--- config.mk ---
export PLATFORM = sky130hd
export DESIGN_NAME = sai_core
export DESIGN_NICKNAME = d
export VERILOG_FILES = /design/src/logic/sai_pkg.sv /design/src/logic/sai_core.sv
export SDC_FILE = /design/constraint.sdc
export NUM_CORES = 1
export LEC_CHECK = 0
export ABC_AREA = 1
export BUFFER_PORTS_ARGS = -buffer_cell sky130_fd_sc_hd__buf_4
export CAP_MARGIN = 5
export CORE_MARGIN = 10
export CORE_UTILIZATION = 34
export DETAILED_ROUTE_END_ITERATION = 10
export PLACE_DENSITY = 0.51
export SETUP_SLACK_MARGIN = 0.5
export SYNTH_ARGS = -nofsm -noshare
export SYNTH_HDL_FRONTEND = slang
export SYNTH_SLANG_ARGS = --single-unit
--- constraint.sdc ---
create_clock -name clk_i -period 5 [get_ports clk_i]
set_input_delay 0.25 -clock clk_i [delete_from_list [all_inputs] [get_ports clk_i]]
set_output_delay 0.25 -clock clk_i [all_outputs]
set_load 0.05 [all_outputs]
--- src/logic/sai_pkg.sv ---
// shared constants of the stack and indirect addressing unit
package sai_pkg;
  // register word indices (byte address is four times the index)
  localparam logic [11:0] IDX_IND0   = 12'h000;
  localparam logic [11:0] IDX_IND1   = 12'h001;
  localparam logic [11:0] IDX_PTR0_L = 12'h004;
  localparam logic [11:0] IDX_PTR0_H = 12'h005;
  localparam logic [11:0] IDX_PTR1_L = 12'h006;
  localparam logic [11:0] IDX_PTR1_H = 12'h007;
  localparam logic [11:0] IDX_SIDX   = 12'hfed;
  localparam logic [11:0] IDX_TOP_L  = 12'hfee;
  localparam logic [11:0] IDX_TOP_H  = 12'hfef;
  localparam logic [11:0] IDX_CTL    = 12'hff0;
  // control register bits
  localparam int CTL_EN  = 0;
  localparam int CTL_OVF = 1;
  localparam int CTL_UNF = 2;
  // stack geometry
  localparam int          PC_W     = 15;
  localparam int          PW_W     = 14;
  localparam int          STK_N    = 16;
  localparam logic [4:0]  SP_EMPTY = 5'h1f;
  localparam logic [4:0]  SP_TOP   = 5'h0f;
  localparam logic [4:0]  SP_WRAP  = 5'h0e;
  localparam logic [15:0] PTR_RST  = 16'h0000;
  // pointer regions
  localparam logic [3:0]  LIN_HI   = 4'h2;
  localparam logic [11:0] LIN_LAST = 12'hfef;
  localparam logic [11:0] GPR_LEN  = 12'h050;
  localparam logic [6:0]  GPR_OFS  = 7'h20;
  // access sequencer
  typedef enum logic [2:0] {
    SAI_IDLE  = 3'b000,
    SAI_ISSUE = 3'b001,
    SAI_WAIT  = 3'b011,
    SAI_HOLD  = 3'b010,
    SAI_ACK   = 3'b110
  } sai_st_t;
endpackage

--- src/logic/sai_core.sv ---
// return-address stack and indirect pointer unit with wishbone registers
`timescale 1ns/1ps
module sai_core
  import sai_pkg::*;
#(
  parameter int BANKS = 32
) (
  input  wire logic            clk_i,
  input  wire logic            rst_i,
  input  wire logic [13:0]     wb_adr_i,
  input  wire logic [31:0]     wb_dat_i,
  input  wire logic [3:0]      wb_sel_i,
  input  wire logic            wb_we_i,
  input  wire logic            wb_cyc_i,
  input  wire logic            wb_stb_i,
  output logic [31:0]          wb_dat_o,
  output logic                 wb_ack_o,
  input  wire logic            push_i,
  input  wire logic [PC_W-1:0] push_pc_i,
  input  wire logic            pop_i,
  output logic [PC_W-1:0]      pop_pc_o,
  output logic                 dev_reset_o,
  output logic                 mem_req_o,
  output logic                 mem_we_o,
  output logic [12:0]          mem_adr_o,
  output logic [7:0]           mem_wdat_o,
  input  wire logic [7:0]      mem_rdat_i,
  output logic                 fl_req_o,
  output logic [PC_W-1:0]      fl_adr_o,
  input  wire logic [PW_W-1:0] fl_rdat_i
);

  // ************************************************************
  // pointer decode
  // ************************************************************

  // returns {target ok, flash, 15-bit target address}
  function automatic logic [16:0] sai_map(input logic [15:0] p);
    logic [11:0] o;
    logic [11:0] bk;
    logic [11:0] rm;
    o  = p[11:0];
    bk = o / GPR_LEN;
    rm = o - bk * GPR_LEN;
    if (p[15]) begin
      sai_map = {2'b11, p[14:0]};
    end else if (p[15:13] == 3'b000) begin
      sai_map = {(32'(p[12:7]) < BANKS) && (p[6:1] != 6'h00), 1'b0, 2'b00, p[12:0]};
    end else if (p[15:12] == LIN_HI && o <= LIN_LAST && 32'(bk) < BANKS) begin
      // common ram never reached: offset stays below 0x70
      sai_map = {2'b10, 2'b00, bk[5:0], GPR_OFS + rm[6:0]};
    end else begin
      sai_map = 17'h00000;
    end
  endfunction

  // ************************************************************
  // state and decode
  // ************************************************************

  sai_st_t          st_q;
  logic             ack_q;
  logic [31:0]      dat_q;
  logic [15:0]      ptr0_q;
  logic [15:0]      ptr1_q;
  logic [4:0]       sp_q;
  logic             en_q;
  logic             ovf_q;
  logic             unf_q;
  logic             rst_req_q;
  logic [PC_W-1:0]  pop_q;
  logic [PC_W-1:0]  stk_q [STK_N];
  logic             ok_q;
  logic             fl_q;
  logic             mreq_q;
  logic             mwe_q;
  logic [12:0]      madr_q;
  logic [7:0]       mwd_q;
  logic             freq_q;
  logic [PC_W-1:0]  fadr_q;
  logic             acc;
  logic             wr;
  logic [11:0]      idx;
  logic             is_ind;
  logic [15:0]      ptr_sel;
  logic [16:0]      tgt;
  logic [PC_W-1:0]  top_rd;
  logic [31:0]      rd_mux;
  logic             sp_top;
  logic             sp_emp;
  logic             do_push;
  logic [3:0]       push_slot;

  assign acc     = wb_cyc_i && wb_stb_i && !ack_q && (st_q == SAI_IDLE);
  assign wr      = acc && wb_we_i && wb_sel_i[0];
  assign idx     = wb_adr_i[13:2];
  assign is_ind  = (idx == IDX_IND0) || (idx == IDX_IND1);
  assign ptr_sel = idx[0] ? ptr1_q : ptr0_q;
  assign tgt     = sai_map(ptr_sel);
  assign sp_top  = (sp_q == SP_TOP);
  assign sp_emp  = (sp_q == SP_EMPTY);

  // overflowing push with fault reset stores nothing
  assign do_push   = push_i && !(sp_top && en_q);
  assign push_slot = sp_top ? 4'h0 : 4'(sp_q + 5'h01);

  // empty stack shows zero or the highest slot
  assign top_rd = (sp_emp && en_q) ? '0 : stk_q[sp_q[3:0]];

  // plain register read mux; unmapped words read zero
  always_comb begin
    rd_mux = 32'h00000000;
    if (idx == IDX_PTR0_L) begin
      rd_mux[7:0] = ptr0_q[7:0];
    end else if (idx == IDX_PTR0_H) begin
      rd_mux[7:0] = ptr0_q[15:8];
    end else if (idx == IDX_PTR1_L) begin
      rd_mux[7:0] = ptr1_q[7:0];
    end else if (idx == IDX_PTR1_H) begin
      rd_mux[7:0] = ptr1_q[15:8];
    end else if (idx == IDX_SIDX) begin
      rd_mux[4:0] = sp_q;
    end else if (idx == IDX_TOP_L) begin
      rd_mux[7:0] = top_rd[7:0];
    end else if (idx == IDX_TOP_H) begin
      rd_mux[6:0] = top_rd[14:8];
    end else if (idx == IDX_CTL) begin
      rd_mux[2:0] = {unf_q, ovf_q, en_q};
    end
  end

  // ************************************************************
  // bus sequencer
  // ************************************************************

  // plain words answer next cycle; indirect ones walk issue and wait
  always_ff @(posedge clk_i) begin
    if (rst_i) begin
      st_q  <= SAI_IDLE;
      ack_q <= 1'b0;
      dat_q <= 32'h00000000;
      ok_q  <= 1'b0;
      fl_q  <= 1'b0;
    end else begin
      case (st_q)
        SAI_IDLE: begin
          if (acc && is_ind) begin
            st_q <= SAI_ISSUE;
            ok_q <= tgt[16];
            fl_q <= tgt[15];
          end else if (acc) begin
            st_q  <= SAI_ACK;
            ack_q <= 1'b1;
            dat_q <= rd_mux;
          end
        end
        SAI_ISSUE: begin
          st_q <= SAI_WAIT;
        end
        SAI_WAIT: begin
          // data from either store arrives one cycle after the request
          if (!ok_q) begin
            dat_q <= 32'h00000000;
          end else if (fl_q) begin
            dat_q <= {24'h000000, fl_rdat_i[7:0]};
          end else begin
            dat_q <= {24'h000000, mem_rdat_i};
          end
          if (fl_q) begin
            st_q <= SAI_HOLD;
          end else begin
            st_q  <= SAI_ACK;
            ack_q <= 1'b1;
          end
        end
        SAI_HOLD: begin
          st_q  <= SAI_ACK;
          ack_q <= 1'b1;
        end
        default: begin
          st_q  <= SAI_IDLE;
          ack_q <= 1'b0;
        end
      endcase
    end
  end

  // one-cycle request toward data memory or flash
  always_ff @(posedge clk_i) begin
    if (rst_i) begin
      mreq_q <= 1'b0;
      mwe_q  <= 1'b0;
      madr_q <= '0;
      mwd_q  <= 8'h00;
      freq_q <= 1'b0;
      fadr_q <= '0;
    end else begin
      mreq_q <= 1'b0;
      freq_q <= 1'b0;
      mwe_q  <= 1'b0;
      if (st_q == SAI_IDLE && acc && is_ind && tgt[16]) begin
        if (tgt[15]) begin
          // no write path into flash exists
          freq_q <= !wb_we_i;
          fadr_q <= tgt[14:0];
        end else if (!wb_we_i || wb_sel_i[0]) begin
          mreq_q <= 1'b1;
          mwe_q  <= wb_we_i;
          madr_q <= tgt[12:0];
          mwd_q  <= wb_dat_i[7:0];
        end
      end
    end
  end

  // ************************************************************
  // pointer registers
  // ************************************************************

  // byte writes assemble each pointer
  always_ff @(posedge clk_i) begin
    if (rst_i) begin
      ptr0_q <= PTR_RST;
      ptr1_q <= PTR_RST;
    end else if (wr) begin
      if (idx == IDX_PTR0_L) ptr0_q[7:0]  <= wb_dat_i[7:0];
      if (idx == IDX_PTR0_H) ptr0_q[15:8] <= wb_dat_i[7:0];
      if (idx == IDX_PTR1_L) ptr1_q[7:0]  <= wb_dat_i[7:0];
      if (idx == IDX_PTR1_H) ptr1_q[15:8] <= wb_dat_i[7:0];
    end
  end

  // ************************************************************
  // stack pointer and faults
  // ************************************************************

  // hardware push and pop win over a software index write
  always_ff @(posedge clk_i) begin
    if (rst_i) begin
      sp_q      <= SP_EMPTY;
      en_q      <= 1'b0;
      ovf_q     <= 1'b0;
      unf_q     <= 1'b0;
      rst_req_q <= 1'b0;
      pop_q     <= '0;
    end else begin
      rst_req_q <= 1'b0;
      if (wr && idx == IDX_CTL) begin
        en_q <= wb_dat_i[CTL_EN];
        // write one clears; a fault below in the same cycle still sets
        if (wb_dat_i[CTL_OVF]) ovf_q <= 1'b0;
        if (wb_dat_i[CTL_UNF]) unf_q <= 1'b0;
      end
      if (push_i) begin
        if (sp_top) begin
          ovf_q <= 1'b1;
          if (en_q) begin
            sp_q      <= SP_EMPTY;
            rst_req_q <= 1'b1;
          end else begin
            sp_q <= 5'h00; // oldest entry is overwritten
          end
        end else begin
          sp_q <= sp_q + 5'h01;
        end
      end else if (pop_i) begin
        pop_q <= top_rd; // slot read before the decrement
        if (sp_emp) begin
          unf_q <= 1'b1;
          if (en_q) begin
            rst_req_q <= 1'b1;
          end else begin
            sp_q <= SP_WRAP;
          end
        end else if (sp_q == 5'h00) begin
          sp_q <= SP_EMPTY;
        end else begin
          sp_q <= sp_q - 5'h01;
        end
      end else if (wr && idx == IDX_SIDX) begin
        sp_q <= wb_dat_i[4:0];
      end
    end
  end

  // slot storage holds data only, so it needs no reset
  always_ff @(posedge clk_i) begin
    if (do_push) begin
      stk_q[push_slot] <= push_pc_i;
    end else if (!push_i && !pop_i && wr && !(sp_emp && en_q)) begin
      if (idx == IDX_TOP_L) stk_q[sp_q[3:0]][7:0]  <= wb_dat_i[7:0];
      if (idx == IDX_TOP_H) stk_q[sp_q[3:0]][14:8] <= wb_dat_i[6:0];
    end
  end

  assign wb_ack_o    = ack_q;
  assign wb_dat_o    = dat_q;
  assign pop_pc_o    = pop_q;
  assign dev_reset_o = rst_req_q;
  assign mem_req_o   = mreq_q;
  assign mem_we_o    = mwe_q;
  assign mem_adr_o   = madr_q;
  assign mem_wdat_o  = mwd_q;
  assign fl_req_o    = freq_q;
  assign fl_adr_o    = fadr_q;
endmodule

==> results of run 1 <==
where the power goes:
part           internal, uW  switching [uW]  leakage, uW
combinational           306             789      0.00364
clock                  1640            1190     0.000610
sequential             3240            53.3      0.00309
total                  5190            2030      0.00733
Yosys cell counts, drive strengths merged (16+ instances only):
cell,number
buf,31
nor3,17
o221ai,56
edfxtp,240
a211oi,33
nand2,205
o22ai,16
o21ai,222
a21oi,95
clkbuf,75
nand3,68
nor2,261
inv,136
dfxtp,113
layer usage:
metal	vias to the layer above	track usage (%)	share of wire, %
li1	6174	-	-
met5	-	0	0
met1	6121	22.0	45
met2	350	27.9	47
met3	68	3.87	6.1
met4	0	4.98	2.2
kinds of logic (layout without fill, tap and decap cells):
family	Yosys count	after routing	share of synthesized area, %
AND/OR/NAND/NOR	578	578	15.4
AO/OA/AOI/OAI	466	466	17.4
flip-flops	353	353	59.1
buffers and inverters	247	408	6.50
XOR/XNOR	12	12	0.656
adder cells (fa/ha/maj)	11	11	0.859
other	1	24	0.0234
through the flow:
stage / cells / worst slack (ns)
after global placement: 2377 / 0.237
after global routing: 2459 / 0.473
after CTS: 2453 / 0.569
after detailed placement: 2377 / 0.112
after floorplan: 1691 / 0.500
final: 2459 / 0.802
area by class of cell:
cell class	instances	area, sq um
Clock inverter	16	124
Fill cell	4550	27300
Clock buffer	56	1130
Tap cell	607	759
Timing Repair Buffer	195	1470
Inverter	141	532
Multi-Input combinational cell	1091	5790
Sequential cell	353	9480
sequential cells by signal, indices dropped and copies added, names as in the netlist, 3 cells and up, named ones only:
register,cells
fl_adr_o,15
mem_adr_o,13
mem_wdat_o,8
pop_pc_o,15
ptr0_q,16
ptr1_q,16
sp_q,5
st_q,3
stk_q,240
wb_dat_o,8
worst max-delay path, delay by kind of cell (launching register included):
kind | cells | cell delay, ns
simple gates | 19 | 2.01
fa+ha+maj | 3 | 0.65
buf+inv | 5 | 0.27
compound gates | 4 | 0.47
flops | 1 | 0.33
xor+xnor | 2 | 0.37
timing repair:
item / CTS / global route
pin swaps: 5 / 27
buffers inserted: 3 / 6
hold buffers: 1 / 0
endpoints found under the hold margin: 1 / 0
gates resized for setup: 10 / 32
endpoints found under the setup margin: 5 / 5
final timing paths:
path / start / endpoint / slack [ns] / depth (start not counted)
worst max-delay path: ptr1_q[3] / fl_adr_o[6] / 0.80 / 33
worst min-delay path: push_i / ovf_q / 0.03 / 3
worst max register to register: ptr1_q[3] / fl_adr_o[6] / 0.80 / 33
worst min register to register: fl_adr_o[13] / fl_adr_o[13] / 0.46 / 2
==> reports/results.tsv, run 1 <==
stage	metric	value	unit
routing	num_vias	12700	
layout	fin_util	41.4	%
setup_path	crit_path_max_fanout	6	
grt	overflow	0	
pwr	ir_worst_vdd	0.231	mV
yosys	yosysTopAreaCellShare	45.0	%
cts	h-tree-depth	2	
setup_path	critPathLaunchType	flop	
routing	drtIter0Drc	923	
sta	drv_slew	0	
pwr	power_density	374	nW/um^2
sta	fmax	238	MHz
grt	grt_pass1_vias	12500	
grt	grt_max_degree	79	
sta	max_slew_margin	20.8	%
cts	cts.sinks	353	
layout	nNetsFinal	1927	
place	placed_area	17800	sq um
die	die_area	56200	sq um
place	numPortBuffers	122	
yosys	synth_top_area_cell	edfxtp_1	
yosys	synth-edff-count	240	
cts	cts-root-buf	clkbuf_16	
cts	cts_tree	done	
setup_path	end_kind	flop	
sta	skew	0.0216	ns
cts	clock_path_buffers	3	
sta	finalWorstPathRequiredPeriod	4.20	ns
setup_path	required	5.46	ns
die	num_rows	79	
yosys	synthFlopType	edfxtp_1	
routing	drc	0	
yosys	synth_area_leaders	edfxtp_1 (45%), dfxtp_1 (14%), o21ai_0 (6.7%), nor2_1 (6.0%), nand2_1 (4.3%)	
place	gp_congestion	0.903	
yosys	yosysWarnings	0	
cts	path_clk_slew	0.06	ns
sta	rsz0062_at_grt	no	
sta	tightest_slew	1.19	ns
die	io_pins	182	
yosys	ys_types	50	
cts	cts_made_buffers	40	
layout	drive_above_1_share	18.0	%
grt	grt_first_pass_wirelength	75200	microns
routing	drtPass1Iterations	5	
sta	holdWs	0.0326	ns
sta	hold_viol	0	
grt	grt_usage	17.0	%
layout	syn2layout_area_growth	20.3	%
layout	final_cell_area	19300	sq um
yosys	syn_inst	1668	
setup_path	cp_slowest_cell	dfxtp_2	
die	start_util	34.4	%
yosys	synthArstFlopShare	0	%
yosys	synth_area	16000	sq um
grt	antenna_found_initial	0	
routing	post_drt_wl_per_cell	20.2	microns
cts	insertion_delay	0.57	ns
layout	mostFrequentLayoutCells	nor2_1 (257), edfxtp_1 (240), o21ai_0 (214)	
layout	diodes	0	
routing	ant_nets	0	
setup_path	cp_common_cell	nand2_4	
setup_path	slowest_delay	0.33	ns
min_path	holdCritPathClass	in -> reg	
sta	finalCritPeriodShare	84.0	%
routing	wl	49600	microns
yosys	ys_ff_latch	353	
setup_path	critPathKind	reg -> reg	
die	core	46600	sq um
routing	viasPerCell	5.17	
sta	setup_viol	0	
yosys	syn_avg_cell_area	9.61	sq um
pwr	power	7220	uW
status	status	completed	
die	die_w	237	microns
run	max_cap_viol_count	0	
setup_path	cp_data_arrival_time	4.65	ns
pwr	leakagePower	0.00733	uW
place	dp_hpwl	34100	microns
yosys	ys_seq_area_share	59.1	%
layout	final_common_cell	nor2_1	
die	die_y	237	microns
sta	tns	0	ns
(Power assumes the default switching activity.)
==> inputs of run 2 (changes only) <==
==> constraint.sdc (replaced) <==
create_clock -name clk_i -period 4.3 [get_ports clk_i]
set_input_delay 0.215 -clock clk_i [delete_from_list [all_inputs] [get_ports clk_i]]
set_output_delay 0.215 -clock clk_i [all_outputs]
set_load 0.05 [all_outputs]
==> run 2 against run 1 <==
Effect of this change: non-clock buffer count increased by 35; highest routed layer is now met5; core utilization increased by 0.73 points; sequential share of layout area decreased by 0.86 points; critical path type unchanged.
==> reports/results.tsv, run 2 (same netlist as run 1, synthesis figures left out) <==
stage	metric	value	unit	change
die	die_w	237	microns	unchanged
routing	num_vias	12900		was 12,700
sta	fmax	234	MHz	was 238 MHz
setup_path	rr_startpoint	ptr1_q[3]		unchanged
sta	holdWs	0.0351	ns	was 0.0326 ns
setup_path	cp_data_arrival_time	4.73	ns	was 4.65 ns
die	core	46600	sq um	unchanged
min_path	holdCritPathClass	in -> reg		unchanged
layout	multi_input_area	5900	sq um	was 5790 sq um
die	die_area	56200	sq um	unchanged
setup_path	slowest_delay	0.32	ns	was 0.33 ns
layout	nNetsFinal	1961		was 1,927
layout	largest-register	stk_q		unchanged
layout	num-fill-cells	4465		was 4,550
routing	wl	50300	microns	was 49,600 microns
layout	syn2layout_area_growth	22.4	%	was 20.3%
grt	antenna_found_initial	3		was 0
setup_path	crit_path_max_fanout	5		was 6
setup_path	critPathLaunch	ptr1_q[3]		unchanged
layout	largestRegisters	stk_q (240), ptr0_q (16), ptr1_q (16)		unchanged
setup_path	cp_slowest_cell	dfxtp_2		unchanged
setup_path	required	4.75	ns	was 5.46 ns
routing	drc	0		unchanged
layout	final_common_cell	nor2_1		unchanged
setup_path	cp_common_cell	buf_4		was nand2_4
grt	grt_pass1_vias	12600		was 12,500
pwr	power_density	424	nW/um^2	was 374 nW/um^2
setup_path	ff2ff_path_depth	34		was 33
sta	tns	0	ns	unchanged
run	max_cap_viol_count	0		unchanged
setup_path	crit_end	fl_adr_o[8]		was fl_adr_o[6]
grt	grt_first_pass_wirelength	75800	microns	was 75,200 microns
grt	grt_max_degree	61		was 79
routing	ant_nets	0		unchanged
routing	post_drt_wl_per_cell	20.2	microns	about the same
sta	finalWorstPathRequiredPeriod	4.27	ns	was 4.20 ns
grt	overflow	0		unchanged
status	status	completed		unchanged
grt	grt_usage	17.2	%	was 17.0%
sta	max_slew_margin	29.7	%	was 20.8%
routing	drtPass1Iterations	5		unchanged
cts	cts-root-buf	clkbuf_16		unchanged
layout	mostFrequentLayoutCells	nor2_1 (257), edfxtp_1 (240), buf_4 (227)		was nor2_1 (257), edfxtp_1 (240), o21ai_0 (214)
layout	largest_reg_flops	240		unchanged
place	numPortBuffers	122		unchanged
cts	cts_made_buffers	39		was 40
cts	insertion_delay	0.57	ns	about the same
setup_path	critPathLaunchType	flop		unchanged
layout	register_area	9470	sq um	was 9480 sq um
setup_path	end_kind	flop		unchanged
cts	h-tree-depth	2		unchanged
cts	clock_path_buffers	3		unchanged
die	num_rows	79		unchanged
sta	drv_slew	0		unchanged
routing	viasPerCell	5.17		about the same
sta	skew	0.0195	ns	was 0.0216 ns
die	start_util	34.4	%	unchanged
sta	rsz0062_at_grt	yes		was no
sta	hold_viol	0		unchanged
cts	cts.sinks	353		unchanged
die	io_pins	182		unchanged
pwr	ir_worst_vdd	0.277	mV	was 0.231 mV
cts	path_clk_slew	0.06	ns	about the same
sta	finalCritPeriodShare	99.4	%	was 84.0%
pwr	power	8330	uW	was 7220 uW
sta	setup_viol	0		unchanged
setup_path	r2r-end	fl_adr_o[8]		was fl_adr_o[6]
pwr	leakagePower	0.00752	uW	was 0.00733 uW
routing	drtIter0Drc	923		unchanged
sta	tightest_slew	1.05	ns	was 1.19 ns
place	dp_hpwl	33900	microns	was 34,100 microns
place	gp_congestion	0.881		was 0.903
layout	drive_above_1_share	20.1	%	was 18.0%
die	die_y	237	microns	unchanged
setup_path	r2r_slack	0.03	ns	was 0.80 ns
setup_path	critPathKind	reg -> reg		unchanged
cts	cts_tree	done		unchanged
==> run 2: worst max-delay path: cells and delay by family, from the launching register on <==
family                   cells  cell delay (ns)
adder cells (fa/ha/maj)      1             0.19
AND/OR/NAND/NOR             17             1.87
AO/OA/AOI/OAI                3             0.40
flip-flops                   1             0.32
buffers and inverters       13             1.42
==> run 2: report_power, final <==
part	leakage [uW]	internal (uW)	switching [uW]
logic	0.00385	396	910
clock network	0.000588	1820	1360
registers	0.00309	3770	70.5
total	0.00752	5990	2340
==> run 2: metal layers <==
| metal | GRT usage (%) | share of wire (%) | up-vias |
|---|---|---|---|
| met5 | 0 | 0.026 | - |
| met4 | 4.46 | 2.1 | 2 |
| met3 | 3.98 | 5.9 | 68 |
| met2 | 27.5 | 47 | 364 |
| met1 | 23.0 | 45 | 6212 |
| li1 | - | - | 6227 |
==> run 2: worst min path at each step <==
stage          startpoint        to  depth (start not counted)
2_1_floorplan     wb_we_i  fl_req_o                          1
3_3_place_gp      wb_we_i  fl_req_o                          2
3_5_place_dp      wb_we_i  fl_req_o                          2
4_1_cts            push_i     ovf_q                          3
5_1_grt            push_i     ovf_q                          3
6_report           push_i     ovf_q                          3
==> run 2: timing repair <==
item,CTS,global route
buffers inserted,18,6
hold buffers,1,0
setup endpoints to repair,5,235
resized for setup,12,32
endpoints found under the hold margin,1,0
cloned,0,0
pin swaps,18,30
==> run 2: cell type report <==
cell class                      instances  area share, %
Timing Repair Buffer                  230           8.94
Antenna cell                            1         0.0128
Clock buffer                           55           5.54
Multi-Input combinational cell       1091           30.1
Sequential cell                       353           48.3
Tap cell                              607           3.87
Clock inverter                         14          0.536
Inverter                              141           2.74
==> run 2: per-stage QoR <==
step / util (%) / std cells / setup WS, ns / cell area (sq um)
CTS: 41.7 / 2485 / 0.151 / 19400
detailed placement: 38.7 / 2397 / -0.0403 / 18000
floorplan: - / 1691 / 0.213 / 16200
finish: 42.1 / 2492 / 0.0260 / 19600
global placement: 38.7 / 2397 / 0.0339 / 18000
global route: 42.1 / 2491 / -0.265 / 19600
==> inputs of run 3 (changes only) <==
--- a/config.mk
+++ b/config.mk
@@ -9,9 +9,9 @@
 export BUFFER_PORTS_ARGS = -buffer_cell sky130_fd_sc_hd__buf_4
 export CAP_MARGIN = 5
 export CORE_MARGIN = 10
-export CORE_UTILIZATION = 34
+export CORE_UTILIZATION = 59
 export DETAILED_ROUTE_END_ITERATION = 10
-export PLACE_DENSITY = 0.51
+export PLACE_DENSITY = 0.8
 export SETUP_SLACK_MARGIN = 0.5
 export SYNTH_ARGS = -nofsm -noshare
 export SYNTH_HDL_FRONTEND = slang
==> constraint.sdc (replaced) <==
create_clock -name clk_i -period 4.3 [get_ports clk_i]
set_input_delay 0.215 -clock clk_i [delete_from_list [all_inputs] [get_ports clk_i]]
set_output_delay 0.215 -clock clk_i [all_outputs]
set_load 0.005 [all_outputs]
==> run 3 against run 2 <==
Effect of this change: the flow now finishes with violations (negative setup slack); combinational power is 13% lower; flip-flop and latch count did not move; register-to-register slack worse by 0.03 ns; routed wire length fell by 9.2%; global-route usage up 8.7 points.
==> reports/results.tsv, run 3 (same netlist as run 1, synthesis figures left out) <==
stage	metric	value	unit	change
die	io_pins	182		unchanged
routing	viasPerCell	6.00		was 5.17
routing	drc	0		unchanged
routing	post_drt_wl_per_cell	20.7	microns	was 20.2 microns
layout	nNetsFinal	1943		was 1,961
die	core	26900	sq um	was 46,600 sq um
layout	fin_cells	2206		was 2,492
place	dp_hpwl	30400	microns	was 33,900 microns
layout	drive_above_1_share	18.9	%	was 20.1%
pwr	comb_power_share	14.4	%	was 15.7%
setup_path	r2r_slack	-0.004	ns	was 0.03 ns
sta	finalCritPeriodShare	100	%	was 99.4%
cts	insertion_delay	0.54	ns	was 0.57 ns
layout	mostFrequentLayoutCells	nor2_1 (256), edfxtp_1 (240), o21ai_0 (213)		was nor2_1 (257), edfxtp_1 (240), buf_4 (227)
cts	cts-root-buf	clkbuf_16		unchanged
pwr	swShare	26.5	%	was 28.1%
sta	setup_viol	1		was 0
pwr	power_density	417	nW/um^2	was 424 nW/um^2
sta	drv_slew	0		unchanged
sta	fmax	232	MHz	was 234 MHz
layout	largest_reg_flops	240		unchanged
cts	cts_tree	done		unchanged
pwr	pwr-share-clk	37.6	%	was 38.2%
pwr	ir_worst_vdd	0.254	mV	was 0.277 mV
cts	cts_made_buffers	37		was 39
sta	rsz0062_at_grt	yes		unchanged
sta	final.setup.worst_slack	-0.00439	ns	was 0.0260 ns
routing	wl	45600	microns	was 50,300 microns
place	numPortBuffers	122		unchanged
setup_path	cp_data_arrival_time	4.70	ns	was 4.73 ns
sta	max_slew_margin	24.2	%	was 29.7%
layout	largestRegisters	stk_q (240), ptr0_q (16), ptr1_q (16)		unchanged
setup_path	cp_common_cell	nand2_4		was buf_4
sta	tns	-0.00439	ns	was 0 ns
setup_path	cp_slowest_cell	dfxtp_2		unchanged
routing	ant_nets	0		unchanged
setup_path	critPathKind	reg -> reg		unchanged
layout	multi_input_area	5890	sq um	was 5900 sq um
setup_path	crit_path_max_fanout	5		unchanged
status	violations	negative setup slack		
routing	drtPass1Iterations	6		was 5
grt	grt_usage	25.9	%	was 17.2%
cts	clock_path_buffers	3		unchanged
layout	register_area	9470	sq um	unchanged
routing	drtIter0Drc	1439		was 923
grt	grt_first_pass_wirelength	69500	microns	was 75,800 microns
layout	final_common_cell	nor2_1		unchanged
pwr	internal_power	5850	uW	was 5990 uW
cts	h-tree-depth	2		unchanged
setup_path	slowest_delay	0.33	ns	was 0.32 ns
run	max_cap_viol_count	0		unchanged
pwr	leakagePower	0.00741	uW	was 0.00752 uW
sta	hold_viol	0		unchanged
die	die_y	185	microns	was 237 microns
cts	path_clk_slew	0.06	ns	about the same
sta	skew	0.0146	ns	was 0.0195 ns
sta	tightest_slew	1.13	ns	was 1.05 ns
sta	finalWorstPathRequiredPeriod	4.30	ns	was 4.27 ns
die	num_rows	60		was 79
status	status	finished with violations		was completed
min_path	holdCritPathClass	in -> reg		unchanged
setup_path	end_kind	flop		unchanged
die	die_w	185	microns	was 237 microns
die	die_area	34200	sq um	was 56,200 sq um
pwr	seq_power_share	48.0	%	was 46.1%
grt	grt_pass1_vias	12800		was 12,600
place	gp_congestion	0.947		was 0.881
cts	cts.sinks	353		unchanged
die	start_util	59.6	%	was 34.4%
place	dp_cells	2123		was 2,397
setup_path	required	4.70	ns	was 4.75 ns
sta	holdWs	0.0348	ns	was 0.0351 ns
layout	num-fill-cells	1975		was 4,465
layout	syn2layout_area_growth	19.2	%	was 22.4%
grt	grt_max_degree	121		was 61
place	preCtsSetupSlack	-0.00910	ns	was -0.0403 ns
setup_path	critPathLaunchType	flop		unchanged
layout	largest-register	stk_q		unchanged
pwr	p_sw	2110	uW	was 2340 uW
grt	antenna_found_initial	0		was 3
grt	overflow	0		unchanged
layout	diodes	0		was 1
routing	num_vias	13200		was 12,900
-- run 3: timing repair --
| item | 4_1_cts | 5_1_grt |
|---|---|---|
| setup buffers | 11 | 5 |
| gates cloned | 0 | 0 |
| pin swaps | 31 | 33 |
| hold endpoints to repair | 1 | 0 |
| endpoints found under the setup margin | 5 | 158 |
| hold buffers | 1 | 0 |
| resized for setup | 12 | 33 |
-- run 3: through the flow --
stage	power, uW	instance area [sq um]	util, %
3_3_place_gp	4940	17600	65.6
5_1_grt	8240	19100	71.1
4_1_cts	7940	18900	70.4
2_1_floorplan	4540	16200	-
6_report	7960	19100	71.1
3_5_place_dp	4970	17600	65.6
-- run 3: power groups by stage --
| stage | Sequential, uW | Clock (uW) | Combinational (uW) |
|---|---|---|---|
| 6_report | 3820 | 2990 | 1140 |
| 5_1_grt | 3830 | 3160 | 1250 |
| 4_1_cts | 3820 | 3010 | 1110 |
| 3_5_place_dp | 3890 | 0 | 1080 |
| 3_3_place_gp | 3890 | 0 | 1060 |
| 2_1_floorplan | 3880 | 0 | 661 |
-- run 3: path summary, 6_finish.rpt --
path                      from      endpoint  cells after the start
setup reg to reg     ptr1_q[3]  mem_adr_o[5]                     36
hold reg to reg   fl_adr_o[13]  fl_adr_o[13]                      2
hold / removal          push_i         ovf_q                      3
setup / recovery     ptr1_q[3]  mem_adr_o[5]                     36
-- run 3: final cells by class --
| cell class | instances | area share (%) |
|---|---|---|
| Clock buffer | 53 | 5.27 |
| Clock inverter | 13 | 0.590 |
| Inverter | 141 | 2.81 |
| Multi-Input combinational cell | 1091 | 30.9 |
| Sequential cell | 353 | 49.6 |
| Tap cell | 341 | 2.23 |
| Timing Repair Buffer | 214 | 8.64 |
-- run 3: critical path, delay by kind of cell, from the launching register on --
kind	cells	cell delay, ns
fa+ha+maj	3	0.66
flops	1	0.33
xor+xnor	1	0.17
buf+inv	5	0.38
simple gates	22	2.06
compound gates	5	0.56
-- run 3: per-layer routing --
metal	up-vias	part of all wire, %	track usage (%)
met5	-	0	0
met4	0	3.2	9.59
met3	110	8.6	4.53
met2	666	48	41.9
met1	6268	40	34.1
li1	6189	-	-
